### config.mk
export PLATFORM = sky130hd
export DESIGN_NAME = stap_tap
export DESIGN_NICKNAME = d
export VERILOG_FILES = /design/src/shared/stap_pkg.sv /design/src/shared/stap_link_if.sv /design/src/hw/stap_pin_sync.sv /design/src/hw/stap_tap.sv
export SDC_FILE = /design/constraint.sdc
export NUM_CORES = 1
export LEC_CHECK = 0
export ABC_AREA = 1
export ABC_CLOCK_PERIOD_IN_PS = 1550
export BUFFER_PORTS_ARGS = -buffer_cell sky130_fd_sc_hd__buf_4
export CAP_MARGIN = 20
export CORE_MARGIN = 1.5
export CORE_UTILIZATION = 50
export CTS_BUF_LIST = sky130_fd_sc_hd__clkbuf_4 sky130_fd_sc_hd__clkbuf_8
export DETAILED_ROUTE_END_ITERATION = 16
export GPL_TIMING_DRIVEN = 1
export HOLD_SLACK_MARGIN = 0.03
export PLACE_DENSITY = 0.74
export SLEW_MARGIN = 10
export SYNTH_ARGS = -nofsm -noshare
export SYNTH_HDL_FRONTEND = slang
export SYNTH_SLANG_ARGS = --single-unit
### constraint.sdc
create_clock -name clk -period 1.55 [get_ports clk]
set_input_delay 0.0775 -clock clk [delete_from_list [all_inputs] [get_ports clk]]
set_output_delay 0.0775 -clock clk [all_outputs]
set_load 0.03 [all_outputs]
### src/shared/stap_pkg.sv
package stap_pkg;

   // Scan register lengths
   localparam int unsigned IR_WIDTH    = 3;
   localparam int unsigned ID_WIDTH    = 32;
   localparam int unsigned BSCAN_WIDTH = 75;

   // Instruction codes
   localparam logic [2:0] INSTR_EXTEST   = 3'h0;
   localparam logic [2:0] INSTR_IDCODE   = 3'h1;
   localparam logic [2:0] INSTR_SAMPLE_Z = 3'h2;
   localparam logic [2:0] INSTR_SAMPLE   = 3'h4;
   localparam logic [2:0] INSTR_BYPASS   = 3'h7;

   // Pattern loaded while capturing the instruction path
   localparam logic [2:0] IR_CAPTURE_PATTERN = 3'h1;
   localparam logic [1:0] IR_CAPTURE_LOW     = 2'h1;

   // Value the bypass bit takes on capture and on selection
   localparam logic BYPASS_CLEAR = 1'b0;

   // Identification word; arbitrary value, bit 0 marks presence
   localparam logic [31:0] ID_WORD_DEFAULT = 32'h0a5c3001;

   // Consecutive mode-select highs that always reach reset
   localparam logic [2:0] RESET_HIGH_EDGES = 3'h5;

   // Controller states, Gray along the usual path
   typedef enum logic [3:0] {
      ST_RESET      = 4'h0,
      ST_IDLE       = 4'h1,
      ST_SEL_DR     = 4'h3,
      ST_CAPTURE_DR = 4'h2,
      ST_SHIFT_DR   = 4'h6,
      ST_EXIT1_DR   = 4'h7,
      ST_PAUSE_DR   = 4'h5,
      ST_EXIT2_DR   = 4'h4,
      ST_UPDATE_DR  = 4'hc,
      ST_SEL_IR     = 4'hd,
      ST_CAPTURE_IR = 4'hf,
      ST_SHIFT_IR   = 4'he,
      ST_EXIT1_IR   = 4'ha,
      ST_PAUSE_IR   = 4'hb,
      ST_EXIT2_IR   = 4'h9,
      ST_UPDATE_IR  = 4'h8
   } stap_state_t;

endpackage : stap_pkg

### src/shared/stap_link_if.sv
`timescale 1ns/10ps
interface stap_link_if;
   logic tck_rise;
   logic tck_fall;
   logic tms;
   logic tdi;

   modport sync (output tck_rise, output tck_fall, output tms, output tdi);
   modport core (input tck_rise, input tck_fall, input tms, input tdi);
endinterface : stap_link_if

### src/hw/stap_pin_sync.sv
`timescale 1ns/10ps
module stap_pin_sync (
   input  wire logic  clk,
   input  wire logic  reset,
   input  wire logic  test_clk,
   input  wire logic  mode_select,
   input  wire logic  mode_select_driven,
   input  wire logic  serial_in,
   input  wire logic  serial_in_driven,
   stap_link_if.sync  link
);

   logic [4:0] meta;
   logic [4:0] stable;
   logic       tck_prev;

   ////////////////////////////////////////////////////////////////////////////////
   // Two-stage synchroniser for all pins
   always_ff @(posedge clk) begin
      if (reset) begin
         meta   <= 5'h1b;
         stable <= 5'h1b;
      end else begin
         meta   <= {serial_in_driven, serial_in, mode_select_driven, mode_select, test_clk};
         stable <= meta;
      end
   end

   always_ff @(posedge clk) begin
      if (reset) begin
         tck_prev <= 1'b1;
      end else begin
         tck_prev <= stable[0];
      end
   end

   ////////////////////////////////////////////////////////////////////////////////
   // Edges of the test clock and pulled-up data pins
   always_comb begin
      link.tck_rise = stable[0] & ~tck_prev;
      link.tck_fall = ~stable[0] & tck_prev;
      link.tms      = stable[1] | ~stable[2];
      link.tdi      = stable[3] | ~stable[4];
   end

endmodule : stap_pin_sync

### src/hw/stap_tap.sv
// Overview of operation
// Test port comes up in reset after power, leaving memory undisturbed.
// Inputs sampled on test clock rise; outputs updated on its fall. Memory float and reset indication change one clock after the rise instead.
// Mode-select, sampled each rising test clock edge, steers the state machine.
// Current instruction selects the data register between serial in and out.
// Serial in enters at MSB, serial out leaves from LSB.
// Serial out driven only in shift states, else high-Z, changes on fall.
// Five consecutive mode-select highs on rising edges force test logic reset.
// Test port reset accepted anytime without touching memory accesses.
// Power-up reset puts serial out in high impedance.
// Exactly one scan register sits in the serial path at a time.
// Three-bit instruction register shifts only when placed in the path.
// Instruction becomes identification at power-up and on entering reset.
// Instruction capture loads binary 01 into its two lowest bits.
// One-bit bypass register gives a minimal serial path.
// Bypass bit is cleared to zero when bypass takes effect.
// Unconnected mode-select and serial in read as logic high.
// Identification instruction captures and shifts a fixed 32-bit word.
// All-zeros instruction samples the ring and floats memory outputs.
// Sample-with-outputs-off selects boundary scan and floats memory outputs.
// 75-bit boundary register captures the pin ring and shifts it out.
// Sixteen standard controller states, transitions decided by mode-select.
`timescale 1ns/10ps
module stap_tap #(
   parameter logic [31:0] ID_WORD = stap_pkg::ID_WORD_DEFAULT
) (
   input  wire logic                              clk,
   input  wire logic                              reset,
   input  wire logic                              test_clk,
   input  wire logic                              mode_select,
   input  wire logic                              mode_select_driven,
   input  wire logic                              serial_in,
   input  wire logic                              serial_in_driven,
   input  wire logic [stap_pkg::BSCAN_WIDTH-1:0]  ring_capture,
   output logic                                   serial_out,
   output logic                                   serial_out_oe,
   output logic                                   mem_outputs_hiz,
   output logic                                   test_logic_reset
);

   stap_link_if link ();

   stap_pkg::stap_state_t                state;
   stap_pkg::stap_state_t                next_state;
   logic [stap_pkg::IR_WIDTH-1:0]        ir_shift;
   logic [stap_pkg::IR_WIDTH-1:0]        instr;
   logic                                 bypass;
   logic [stap_pkg::ID_WIDTH-1:0]        id_shift;
   logic [stap_pkg::BSCAN_WIDTH-1:0]     bscan;
   logic [2:0]                           tms_high_count;

   ////////////////////////////////////////////////////////////////////////////////
   // Pin synchroniser
   stap_pin_sync u_sync (
      .clk                (clk),
      .reset              (reset),
      .test_clk           (test_clk),
      .mode_select        (mode_select),
      .mode_select_driven (mode_select_driven),
      .serial_in          (serial_in),
      .serial_in_driven   (serial_in_driven),
      .link               (link.sync)
   );

   ////////////////////////////////////////////////////////////////////////////////
   // Helpers
   function automatic logic is_shift(input stap_pkg::stap_state_t s);
      is_shift = (s == stap_pkg::ST_SHIFT_DR) || (s == stap_pkg::ST_SHIFT_IR);
   endfunction : is_shift

   function automatic logic selects_bscan(input logic [2:0] i);
      selects_bscan = (i == stap_pkg::INSTR_EXTEST) || (i == stap_pkg::INSTR_SAMPLE_Z)
                      || (i == stap_pkg::INSTR_SAMPLE);
   endfunction : selects_bscan

   // Reserved codes fall back to the bypass bit
   function automatic logic selects_bypass(input logic [2:0] i);
      selects_bypass = (i != stap_pkg::INSTR_IDCODE) && !selects_bscan(i);
   endfunction : selects_bypass

   function automatic logic floats_memory(input logic [2:0] i);
      floats_memory = (i == stap_pkg::INSTR_EXTEST) || (i == stap_pkg::INSTR_SAMPLE_Z);
   endfunction : floats_memory

   ////////////////////////////////////////////////////////////////////////////////
   // Controller transitions
   always_comb begin
      next_state = state;
      case (state)
         stap_pkg::ST_RESET:      next_state = link.tms ? stap_pkg::ST_RESET      : stap_pkg::ST_IDLE;
         stap_pkg::ST_IDLE:       next_state = link.tms ? stap_pkg::ST_SEL_DR     : stap_pkg::ST_IDLE;
         stap_pkg::ST_SEL_DR:     next_state = link.tms ? stap_pkg::ST_SEL_IR     : stap_pkg::ST_CAPTURE_DR;
         stap_pkg::ST_CAPTURE_DR: next_state = link.tms ? stap_pkg::ST_EXIT1_DR   : stap_pkg::ST_SHIFT_DR;
         stap_pkg::ST_SHIFT_DR:   next_state = link.tms ? stap_pkg::ST_EXIT1_DR   : stap_pkg::ST_SHIFT_DR;
         stap_pkg::ST_EXIT1_DR:   next_state = link.tms ? stap_pkg::ST_UPDATE_DR  : stap_pkg::ST_PAUSE_DR;
         stap_pkg::ST_PAUSE_DR:   next_state = link.tms ? stap_pkg::ST_EXIT2_DR   : stap_pkg::ST_PAUSE_DR;
         stap_pkg::ST_EXIT2_DR:   next_state = link.tms ? stap_pkg::ST_UPDATE_DR  : stap_pkg::ST_SHIFT_DR;
         stap_pkg::ST_UPDATE_DR:  next_state = link.tms ? stap_pkg::ST_SEL_DR     : stap_pkg::ST_IDLE;
         stap_pkg::ST_SEL_IR:     next_state = link.tms ? stap_pkg::ST_RESET      : stap_pkg::ST_CAPTURE_IR;
         stap_pkg::ST_CAPTURE_IR: next_state = link.tms ? stap_pkg::ST_EXIT1_IR   : stap_pkg::ST_SHIFT_IR;
         stap_pkg::ST_SHIFT_IR:   next_state = link.tms ? stap_pkg::ST_EXIT1_IR   : stap_pkg::ST_SHIFT_IR;
         stap_pkg::ST_EXIT1_IR:   next_state = link.tms ? stap_pkg::ST_UPDATE_IR  : stap_pkg::ST_PAUSE_IR;
         stap_pkg::ST_PAUSE_IR:   next_state = link.tms ? stap_pkg::ST_EXIT2_IR   : stap_pkg::ST_PAUSE_IR;
         stap_pkg::ST_EXIT2_IR:   next_state = link.tms ? stap_pkg::ST_UPDATE_IR  : stap_pkg::ST_SHIFT_IR;
         stap_pkg::ST_UPDATE_IR:  next_state = link.tms ? stap_pkg::ST_SEL_DR     : stap_pkg::ST_IDLE;
         default:                 next_state = stap_pkg::ST_RESET;
      endcase
   end

   // Power-up reset lands in test logic reset
   always_ff @(posedge clk) begin
      if (reset) begin
         state <= stap_pkg::ST_RESET;
      end else if (link.tck_rise) begin
         state <= next_state;
      end
   end

   // Count of consecutive high mode-select samples
   always_ff @(posedge clk) begin
      if (reset) begin
         tms_high_count <= 3'h0;
      end else if (link.tck_rise) begin
         if (!link.tms) begin
            tms_high_count <= 3'h0;
         end else if (tms_high_count != stap_pkg::RESET_HIGH_EDGES) begin
            tms_high_count <= tms_high_count + 3'h1;
         end
      end
   end

   ////////////////////////////////////////////////////////////////////////////////
   // Instruction register
   always_ff @(posedge clk) begin
      if (reset) begin
         ir_shift <= stap_pkg::INSTR_IDCODE;
      end else if (link.tck_rise) begin
         if (state == stap_pkg::ST_CAPTURE_IR) begin
            ir_shift <= stap_pkg::IR_CAPTURE_PATTERN;
         end else if (state == stap_pkg::ST_SHIFT_IR) begin
            ir_shift <= {link.tdi, ir_shift[stap_pkg::IR_WIDTH-1:1]};
         end
      end
   end

   always_ff @(posedge clk) begin
      if (reset) begin
         instr <= stap_pkg::INSTR_IDCODE;
      end else if (link.tck_rise) begin
         if (next_state == stap_pkg::ST_RESET) begin
            instr <= stap_pkg::INSTR_IDCODE;
         end else if (state == stap_pkg::ST_UPDATE_IR) begin
            instr <= ir_shift;
         end
      end
   end

   ////////////////////////////////////////////////////////////////////////////////
   // Data registers
   always_ff @(posedge clk) begin
      if (reset) begin
         bypass <= stap_pkg::BYPASS_CLEAR;
      end else if (link.tck_rise) begin
         if (state == stap_pkg::ST_UPDATE_IR && ir_shift == stap_pkg::INSTR_BYPASS) begin
            bypass <= stap_pkg::BYPASS_CLEAR;
         end else if (state == stap_pkg::ST_CAPTURE_DR && selects_bypass(instr)) begin
            bypass <= stap_pkg::BYPASS_CLEAR;
         end else if (state == stap_pkg::ST_SHIFT_DR && selects_bypass(instr)) begin
            bypass <= link.tdi;
         end
      end
   end

   always_ff @(posedge clk) begin
      if (reset) begin
         id_shift <= '0;
      end else if (link.tck_rise && instr == stap_pkg::INSTR_IDCODE) begin
         if (state == stap_pkg::ST_CAPTURE_DR) begin
            id_shift <= ID_WORD;
         end else if (state == stap_pkg::ST_SHIFT_DR) begin
            id_shift <= {link.tdi, id_shift[stap_pkg::ID_WIDTH-1:1]};
         end
      end
   end

   // Capture only; update has no preload effect
   always_ff @(posedge clk) begin
      if (reset) begin
         bscan <= '0;
      end else if (link.tck_rise && selects_bscan(instr)) begin
         if (state == stap_pkg::ST_CAPTURE_DR) begin
            bscan <= ring_capture;
         end else if (state == stap_pkg::ST_SHIFT_DR) begin
            bscan <= {link.tdi, bscan[stap_pkg::BSCAN_WIDTH-1:1]};
         end
      end
   end

   ////////////////////////////////////////////////////////////////////////////////
   // Serial output, falling edge of the test clock
   always_ff @(posedge clk) begin
      if (reset) begin
         serial_out    <= 1'b0;
         serial_out_oe <= 1'b0;
      end else if (link.tck_fall) begin
         serial_out_oe <= is_shift(state);
         if (state == stap_pkg::ST_SHIFT_IR) begin
            serial_out <= ir_shift[0];
         end else if (instr == stap_pkg::INSTR_IDCODE) begin
            serial_out <= id_shift[0];
         end else if (selects_bscan(instr)) begin
            serial_out <= bscan[0];
         end else begin
            serial_out <= bypass;
         end
      end
   end

   // Memory output float and reset indication; never touches accesses otherwise
   always_ff @(posedge clk) begin
      if (reset) begin
         mem_outputs_hiz  <= 1'b0;
         test_logic_reset <= 1'b1;
      end else begin
         mem_outputs_hiz  <= floats_memory(instr);
         test_logic_reset <= (state == stap_pkg::ST_RESET);
      end
   end

   ////////////////////////////////////////////////////////////////////////////////
   // Checks
   property p_reset_state;
      @(posedge clk) reset |=> (state == stap_pkg::ST_RESET) && !serial_out_oe && !mem_outputs_hiz;
   endproperty
   a_reset_state: assert property (p_reset_state) else $error("power-up reset not clean");

   property p_rise_only;
      @(posedge clk) disable iff (reset) (state != $past(state)) |-> $past(link.tck_rise);
   endproperty
   a_rise_only: assert property (p_rise_only) else $error("state moved without test clock rise");

   property p_fall_only;
      @(posedge clk) disable iff (reset)
         (serial_out != $past(serial_out)) || (serial_out_oe != $past(serial_out_oe)) |-> $past(link.tck_fall);
   endproperty
   a_fall_only: assert property (p_fall_only) else $error("serial out moved without falling edge");

   property p_oe_shift;
      @(posedge clk) disable iff (reset) link.tck_fall |=> (serial_out_oe == is_shift($past(state)));
   endproperty
   a_oe_shift: assert property (p_oe_shift) else $error("serial out enable wrong for state");

   property p_five_high;
      @(posedge clk) disable iff (reset) (tms_high_count == stap_pkg::RESET_HIGH_EDGES) |-> (state == stap_pkg::ST_RESET);
   endproperty
   a_five_high: assert property (p_five_high) else $error("five high samples did not reset");

   property p_reset_idcode;
      @(posedge clk) disable iff (reset) (state == stap_pkg::ST_RESET) |-> (instr == stap_pkg::INSTR_IDCODE);
   endproperty
   a_reset_idcode: assert property (p_reset_idcode) else $error("instruction not identification in reset");

   property p_ir_capture;
      @(posedge clk) disable iff (reset)
         link.tck_rise && (state == stap_pkg::ST_CAPTURE_IR) |=> (ir_shift[1:0] == stap_pkg::IR_CAPTURE_LOW);
   endproperty
   a_ir_capture: assert property (p_ir_capture) else $error("instruction capture pattern wrong");

   property p_ir_hold;
      @(posedge clk) disable iff (reset)
         (ir_shift != $past(ir_shift)) |->
         $past(link.tck_rise) && ($past(state) == stap_pkg::ST_CAPTURE_IR || $past(state) == stap_pkg::ST_SHIFT_IR);
   endproperty
   a_ir_hold: assert property (p_ir_hold) else $error("instruction register moved outside its path");

   property p_bypass_clear;
      @(posedge clk) disable iff (reset)
         link.tck_rise && (state == stap_pkg::ST_CAPTURE_DR) && (instr == stap_pkg::INSTR_BYPASS) |=> !bypass;
   endproperty
   a_bypass_clear: assert property (p_bypass_clear) else $error("bypass bit not cleared");

   property p_id_capture;
      @(posedge clk) disable iff (reset)
         link.tck_rise && (state == stap_pkg::ST_CAPTURE_DR) && (instr == stap_pkg::INSTR_IDCODE) |=> (id_shift == ID_WORD);
   endproperty
   a_id_capture: assert property (p_id_capture) else $error("identification word not captured");

   property p_id_shift;
      @(posedge clk) disable iff (reset)
         link.tck_rise && (state == stap_pkg::ST_SHIFT_DR) && (instr == stap_pkg::INSTR_IDCODE) |=>
         (id_shift[30:0] == $past(id_shift[31:1])) && (id_shift[31] == $past(link.tdi));
   endproperty
   a_id_shift: assert property (p_id_shift) else $error("identification shift direction wrong");

   property p_bscan_capture;
      @(posedge clk) disable iff (reset)
         link.tck_rise && (state == stap_pkg::ST_CAPTURE_DR) && selects_bscan(instr) |=> (bscan == $past(ring_capture));
   endproperty
   a_bscan_capture: assert property (p_bscan_capture) else $error("pin ring not captured");

   property p_mem_float;
      @(posedge clk) disable iff (reset) ##1 (mem_outputs_hiz == floats_memory($past(instr)));
   endproperty
   a_mem_float: assert property (p_mem_float) else $error("memory float does not follow instruction");

   property p_reset_no_float;
      @(posedge clk) disable iff (reset)
         (state == stap_pkg::ST_RESET) ##1 (state == stap_pkg::ST_RESET) |-> !mem_outputs_hiz;
   endproperty
   a_reset_no_float: assert property (p_reset_no_float) else $error("test reset disturbs memory");

   property p_bypass_out;
      @(posedge clk) disable iff (reset)
         link.tck_fall && (state == stap_pkg::ST_SHIFT_DR) && (instr == stap_pkg::INSTR_BYPASS) |=>
         (serial_out == $past(bypass)) && serial_out_oe;
   endproperty
   a_bypass_out: assert property (p_bypass_out) else $error("bypass bit not on serial out");

endmodule : stap_tap

==> impl_metrics.csv, run 1 <==
group,metric,value,unit
setup_path,r2r_cells,9,
status,status,"finished with violations",
timing,fin_ws,-113,ps
drt,via_count,6013,
power_and_ir_drop,p_per_area,870,nW/um2
timing,rsz0062_at_grt,"true",
clocking,cts_tree,"yes",
timing,hold_viol_final,0,
yosys,muxShareOfSynthArea,0,%
timing,slew_viol_final,0,
hold_path,holdPathStages,3,
yosys,synth_top_family_by_area,"simple AND/OR/NAND/NOR gates",
yosys,synthAdderAreaFrac,0,%
placement,place_congestion,0.814,
final_layout,nFillCells,697,
yosys,synthXorXnorAreaFrac,0,%
timing,period_minus_slack,1660,ps
yosys,ys_ff_latch,133,
power_and_ir_drop,vdd_drop_max,0.716,mV
final_layout,drive_gt1_share,24.0,%
drt,drt-pass1-iter-count,5,
floorplan,die_area,11800,um2
placement,port-buffer-count,85,
global_routing,antenna_found_initial,0,
global_routing,grt_start_max_net_pins,90,
final_layout,synthToLayoutAreaGrowth,47.0,%
timing,post-route-period-util,107,%
power_and_ir_drop,power,7.11,mW
timing,finalClockSkew,13.3,ps
timing,fin_tns_setup,-1180,ps
status,violations,"setup timing",
yosys,syn_nets,824,
setup_path,arrival,2000,ps
drt,wl,17.1,mm
hold_path,hold_start,"mode_select",
global_routing,first_global_vias,5338,
floorplan,floorplan.initialDensity,51.3,%
yosys,synth_cell_types,28,
final_layout,layoutNonFillerInstCount,1069,
setup_path,r2r_start,"state[3]",
hold_path,whs_endpoint,"u_sync.meta[1]",
clocking,clock_path_buffers,2,
hold_path,hold_class,"in -> reg",
final_layout,multi_input_area,2610,um2
yosys,syn_avg_cell_area,7.49,um2
final_layout,ff_latch_area,2680,um2
setup_path,cp-end-kind,"flop",
floorplan,die_h,108,um
setup_path,rrSetupSlack,-110,ps
clocking,clk_pin_slew,70,ps
yosys,yosys.area_share.simple,23.8,%
floorplan,io_pins,86,
clocking,cts_inserted_buffers,17,
yosys,synth_warnings,0,
placement,place_hpwl,8.03,mm
floorplan,rows,38,
timing,maxSlewHeadroom,75.9,%
timing,hold_ws,361,ps
yosys,synth_compound_gate_area_share,20.8,%
drt,wire_per_inst,16.0,um
drt,ant_nets,0,
final_layout,layout_common_cells,"nand2_1, dfxtp_1, buf_4",
timing,setup_viol,56,
power_and_ir_drop,leakage,3.25,nW
drt,drt-vias-per-instance,5.62,
setup_path,worstPathRequired,1880,ps
clocking,cts_root_buf,"clkbuf_8",
global_routing,grt_pass1_wl,24.2,mm
flow_run,cap_violations,0,
timing,clock.fmax,601,MHz
timing,worstMarginPinSlew,361,ps
drt,first_iter_violations,626,
global_routing,grtUsageTotal,25.8,%
yosys,synthesis.area,5560,um2
clocking,cts-htree-levels,4,
global_routing,grt_overflow_total,0,
drt,post-route-drc-count,0,
placement,place_ws,-74.4,ps
floorplan,fp.coreArea,10800,um2
yosys,synth.yosys.seq_area_share,47.9,%
setup_path,cp-start-kind,"flop",
yosys,synthCells,742,
setup_path,crit_type,"reg -> reg",
placement,dp_cells,935,
floorplan,dieWidth,108,um
setup_path,path_max_fanout,8,
clocking,cts.sinks,133,
final_layout,nets,998,
final_layout,final_common_cell,"nand2_1",
clocking,clk_latency,440,ps
setup_path,reg2reg_to,"bscan[42]",
==> registers in the layout (all words and copies together) (netlist names) <==
| name | count |
|---|---|
| bscan | 75 |
| id_shift | 32 |
| u_sync.meta | 5 |
| u_sync.stable | 5 |
| state | 4 |
| instr | 3 |
| ir_shift | 3 |
| bypass | 1 |
| mem_outputs_hiz | 1 |
| serial_out | 1 |
| serial_out_oe | 1 |
| test_logic_reset | 1 |
| u_sync.tck_prev | 1 |
==> stage by stage <==
step,cell area (um2),util [%]
2_1_floorplan,5560,-
3_3_place_gp,6350,58.6
3_5_place_dp,6350,58.6
4_1_cts,7670,70.7
5_1_grt,8170,75.4
6_report,8170,75.4
==> routing by layer <==
layer / up-vias / global-route usage, % / routed length (um)
li1: 2861 / - / -
met1: 2861 / 33.2 / 7320
met2: 239 / 42.4 / 8430
met3: 52 / 6.09 / 939
met4: 0 / 8.65 / 444
met5: - / 0 / 0
==> synth_stat cells <==
| cell type | n | area [um2] |
|---|---|---|
| nand3_2 | 2 | 20.0 |
| buf_1 | 1 | 3.75 |
| a211oi_1 | 3 | 22.5 |
| o221ai_1 | 1 | 8.76 |
| nor2_2 | 2 | 12.5 |
| inv_2 | 12 | 45.0 |
| clkbuf_1 | 23 | 86.3 |
| nand2_4 | 1 | 11.3 |
| nand3b_1 | 1 | 7.51 |
| o21ai_0 | 69 | 345 |
| nor2_4 | 5 | 56.3 |
| buf_6 | 5 | 56.3 |
| clkinv_1 | 1 | 3.75 |
| inv_1 | 17 | 63.8 |
| o21ai_1 | 25 | 125 |
| nand3_1 | 11 | 55.1 |
| or2_2 | 8 | 50.1 |
| buf_2 | 25 | 125 |
| nor2_1 | 55 | 206 |
| nand4_1 | 1 | 6.26 |
| a21oi_1 | 34 | 170 |
| nor3_1 | 35 | 175 |
| dfxtp_1 | 133 | 2660 |
| o211ai_1 | 2 | 15.0 |
| nand2_1 | 188 | 706 |
| nand2_2 | 3 | 18.8 |
| buf_4 | 4 | 30.0 |
| a31oi_1 | 75 | 469 |
==> cells by family (layout without fill, tap and decap cells) <==
group                  after synthesis  after routing
DFF                                133            133
AOI/OAI and AO/OA                  209            209
and+or+nand+nor                    312            312
buffers and inverters               88            274
other                                0              1
==> power breakdown <==
part | leakage [nW] | switching [mW] | internal (mW) | total [mW]
Sequential | 1.08 | 0.0202 | 3.44 | 3.46
Combinational | 1.96 | 0.303 | 0.375 | 0.677
Clock | 0.208 | 1.29 | 1.69 | 2.98
==> how the worst max path moves through the flow <==
stage,depth (start not counted),slack (ps),from,endpoint
after floorplan,13,130,state[1],instr[0]
after global placement,12,-60,state[1],instr[1]
after detailed placement,8,-70,state[3],bscan[60]
after CTS,8,-30,state[3],bscan[51]
after global routing,9,-150,state[3],bscan[42]
final,9,-110,state[3],bscan[42]
==> layout make-up <==
class	instances	share of cell area [%]
flip-flops and latches	133	32.8
repair buffers	213	26.6
clock inverters	10	1.59
multi-input cells	521	31.9
clock buffers	21	3.38
diodes	1	0.0306
well taps	140	2.14
inverters	30	1.56
==> what timing repair did <==
action,CTS,global route
pin swaps,1,12
gates cloned,2,12
hold endpoints to repair,95,0
hold buffers,81,0
gates resized for setup,7,80
setup buffers,1,6
setup endpoints to repair,106,111
==> critical path, cell delays in order (launching register included) <==
cell and delay, ps:
dfxtp_4 390, inv_4 100, nand3_4 100, nor2_4 140
inv_4 60, nor2_4 140, buf_12 180, clkbuf_16 160
o21ai_2 60, a31oi_1 240
Power figures use the tool's default switching activity.
==> inputs of run 2 (changes only) <==
--- a/config.mk
+++ b/config.mk
@@ -12,6 +12,7 @@
 export CORE_MARGIN = 1.5
 export CORE_UTILIZATION = 50
 export CTS_BUF_LIST = sky130_fd_sc_hd__clkbuf_4 sky130_fd_sc_hd__clkbuf_8
+export CTS_CLUSTER_SIZE = 10
 export DETAILED_ROUTE_END_ITERATION = 16
 export GPL_TIMING_DRIVEN = 1
 export HOLD_SLACK_MARGIN = 0.03
@@ -19,4 +20,6 @@
 export SLEW_MARGIN = 10
 export SYNTH_ARGS = -nofsm -noshare
 export SYNTH_HDL_FRONTEND = slang
+export SYNTH_HIERARCHICAL = 1
 export SYNTH_SLANG_ARGS = --single-unit
+export TNS_END_PERCENT = 10
==> run 2 against run 1 <==
- die area fell by 0.72%
- non-clock buffer count is 4 lower
- worst setup slack lost 23 ps
- final cell count is 0.75% higher
- critical path type unchanged
- clock skew grew 1.7 ps
- total power is 6.6% higher
- global-route usage up 2.5 points
- the flow still finishes with violations (setup timing)
- wire length up 6.1%
- cell area is 0.47% higher
==> impl_metrics.csv, run 2 <==
group,metric,value,unit
yosys,synthTopCellsByArea,"dfxtp_1, nand2_1, a31oi_1, o21ai_0, a21oi_1",
timing,setup_viol,33,
global_routing,grt_pass1_wl,26.0,mm
timing,worstMarginPinSlew,444,ps
floorplan,die_area,11700,um2
final_layout,antenna_cells,0,
final_layout,multi_input_area,2570,um2
setup_path,crit_type,"reg -> reg",
clocking,clk_pin_slew,70,ps
clocking,clk_latency,460,ps
yosys,synth_cell_types,27,
yosys,syn_avg_cell_area,7.34,um2
final_layout,synthToLayoutAreaGrowth,48.8,%
drt,wl,18.2,mm
floorplan,fp.coreArea,10800,um2
setup_path,crit_path_start,"state[2]",
yosys,synth_flop_cell,"dfxtp_1",
yosys,synthesis.area,5520,um2
setup_path,r2r_cells,13,
placement,place_ws,-95.0,ps
hold_path,hold_class,"in -> reg",
setup_path,cp-end-kind,"flop",
final_layout,regMostFlops,"bscan",
final_layout,ff_latch_area,2680,um2
placement,port-buffer-count,85,
yosys,synth.top_cells.by_count,"nand2_1, dfxtp_1, o21ai_0, a31oi_1, a21oi_1",
drt,post-route-drc-count,0,
global_routing,grtUsageMet1,33.4,%
yosys,post-synth-top-count-cell,"nand2_1",
clocking,cts_inserted_buffers,17,
timing,post-route-period-util,109,%
final_layout,nFillCells,731,
yosys,synth_top_area_cell,"dfxtp_1",
timing,fin_ws,-137,ps
global_routing,grtUsageMet3,6.87,%
global_routing,antenna_found_initial,0,
yosys,synthCells,752,
floorplan,die_h,108,um
hold_path,holdPathStages,4,
global_routing,grtUsageTotal,28.3,%
yosys,yosysTopAreaCellShare,48.3,%
setup_path,crit_end,"instr[1]",
final_layout,largest_register_ffs,75,
power_and_ir_drop,leakage,3.24,nW
clocking,clock_path_buffers,2,
status,status,"finished with violations",
setup_path,reg2reg_to,"instr[1]",
timing,maxSlewHeadroom,70.4,%
drt,via_count,6141,
global_routing,first_global_vias,5681,
timing,rsz0062_at_grt,"true",
global_routing,top_usage_layer,"met2",
timing,clock.fmax,593,MHz
setup_path,arrival,2030,ps
power_and_ir_drop,vdd_drop_max,0.734,mV
drt,ant_nets,0,
clocking,cts_root_buf,"clkbuf_8",
setup_path,path_max_fanout,6,
power_and_ir_drop,p_per_area,923,nW/um2
yosys,synth_warnings,6,
placement,place_hpwl,7.73,mm
yosys,syn_nets,834,
yosys,ys_async_sr_fraction,0,%
floorplan,io_pins,86,
flow_run,cap_violations,0,
drt,wire_per_inst,16.9,um
final_layout,final_common_cell,"nand2_1",
yosys,synth_edf_count,0,
setup_path,worstPathRequired,1890,ps
final_layout,largestRegisters,"bscan x75, id_shift x32",
yosys,ys_ff_latch,133,
drt,first_iter_violations,723,
timing,finalClockSkew,15.0,ps
setup_path,cp-start-kind,"flop",
timing,slew_viol_final,0,
global_routing,grt_start_max_net_pins,83,
global_routing,grtUsageMet2,48.7,%
clocking,cts_tree,"yes",
clocking,cts.sinks,133,
final_layout,utilization,76.1,%
timing,period_minus_slack,1690,ps
status,violations,"setup timing",
final_layout,drive_gt1_share,22.2,%
setup_path,rrSetupSlack,-140,ps
placement,place_congestion,0.897,
placement,post_dp_cell_area,6360,um2
final_layout,nets,1007,
floorplan,rows,38,
setup_path,r2r_start,"state[2]",
floorplan,floorplan.initialDensity,51.1,%
clocking,cts-htree-levels,4,
final_layout,postLayoutCellArea,8210,um2
final_layout,layout_common_cells,"nand2_1, dfxtp_1, buf_4",
global_routing,grt_overflow_total,0,
drt,drt-pass1-iter-count,6,
yosys,synth.yosys.seq_area_share,48.3,%
floorplan,dieWidth,108,um
timing,hold_viol_final,0,
drt,drt-vias-per-instance,5.70,
## run 2: changes by cell type after synthesis, moves of 19 or more
| cell | before | now |
|---|---|---|
| inv_1 | 17 | 36 |
| nand2_1 | 188 | 225 |
| nand3_1 | 11 | 38 |
| nor2_1 | 55 | 25 |
| nor3_1 | 35 | 1 |
| o21ai_0 | 69 | 91 |
| o21ai_1 | 25 | 5 |
## run 2: repair_timing
| item | 4_1_cts | 5_1_grt |
|---|---|---|
| setup endpoints to repair | 100 | 106 |
| cloned | 4 | 9 |
| hold buffers | 80 | 0 |
| resized for setup | 18 | 49 |
| buffers inserted | 2 | 3 |
| hold endpoints to repair | 80 | 0 |
| pin swaps | 1 | 12 |
## run 2: critical path, cell delays in order, from the launching register on
cell	delay [ps]
dfxtp_4	380
buf_6	130
nand2_4	70
nor2_2	50
nor2_1	130
nand2_1	70
nand2_1	90
nand2_2	70
nor2_2	120
nand2_2	120
nand2_4	120
nand3_1	70
nand2_1	80
nor2_1	60
## run 2: metrics by stage
step	total power [mW]	hold slack [ps]	std cells	setup TNS, ps
after floorplan	3.73	149	752	0
after detailed placement	3.98	260	948	-3030
after CTS	7.51	69.7	1065	-44.5
after global routing	7.77	77.6	1077	-4630
after global placement	3.97	249	948	-1100
final	7.58	52.9	1077	-1070
## run 2: area by class of cell
cell class / instances / share of cell area (%)
Clock buffer: 22 / 3.61
Clock inverter: 9 / 2.10
Inverter: 45 / 2.33
Multi-Input combinational cell: 519 / 31.3
Sequential cell: 133 / 32.6
Tap cell: 140 / 2.13
Timing Repair Buffer: 209 / 25.9
## run 2: where the power goes
group          internal (mW)  switching, mW
Clock                   2.09           1.34
Sequential              3.43         0.0181
Combinational          0.382          0.316
Total                   5.90           1.68
## run 2: cell families (layout without fill, tap and decap cells)
family,count (synthesis),count (layout),share of synthesized area (%)
AO/OA/AOI/OAI,220,220,21.8
buffers and inverters,100,285,7.76
flip-flops,133,133,48.3
AND/OR/NAND/NOR,299,299,22.2
## run 2: layer usage
layer | wire length (um) | part of all wire [%] | vias up
met5 | 0 | 0 | -
met4 | 570 | 3.1 | 0
met3 | 1340 | 7.4 | 67
met2 | 9060 | 50 | 322
met1 | 7210 | 40 | 2866
li1 | - | - | 2886
## run 2: worst min-delay path by stage
stage                     slack, ps          endpoint              from
final                            50  test_logic_reset             reset
after detailed placement        260    u_sync/meta[4]  serial_in_driven
after CTS                        70  test_logic_reset             reset
after global routing             80  test_logic_reset             reset
after floorplan                 150    u_sync/meta[2]             reset
after global placement          250    u_sync/meta[3]         serial_in
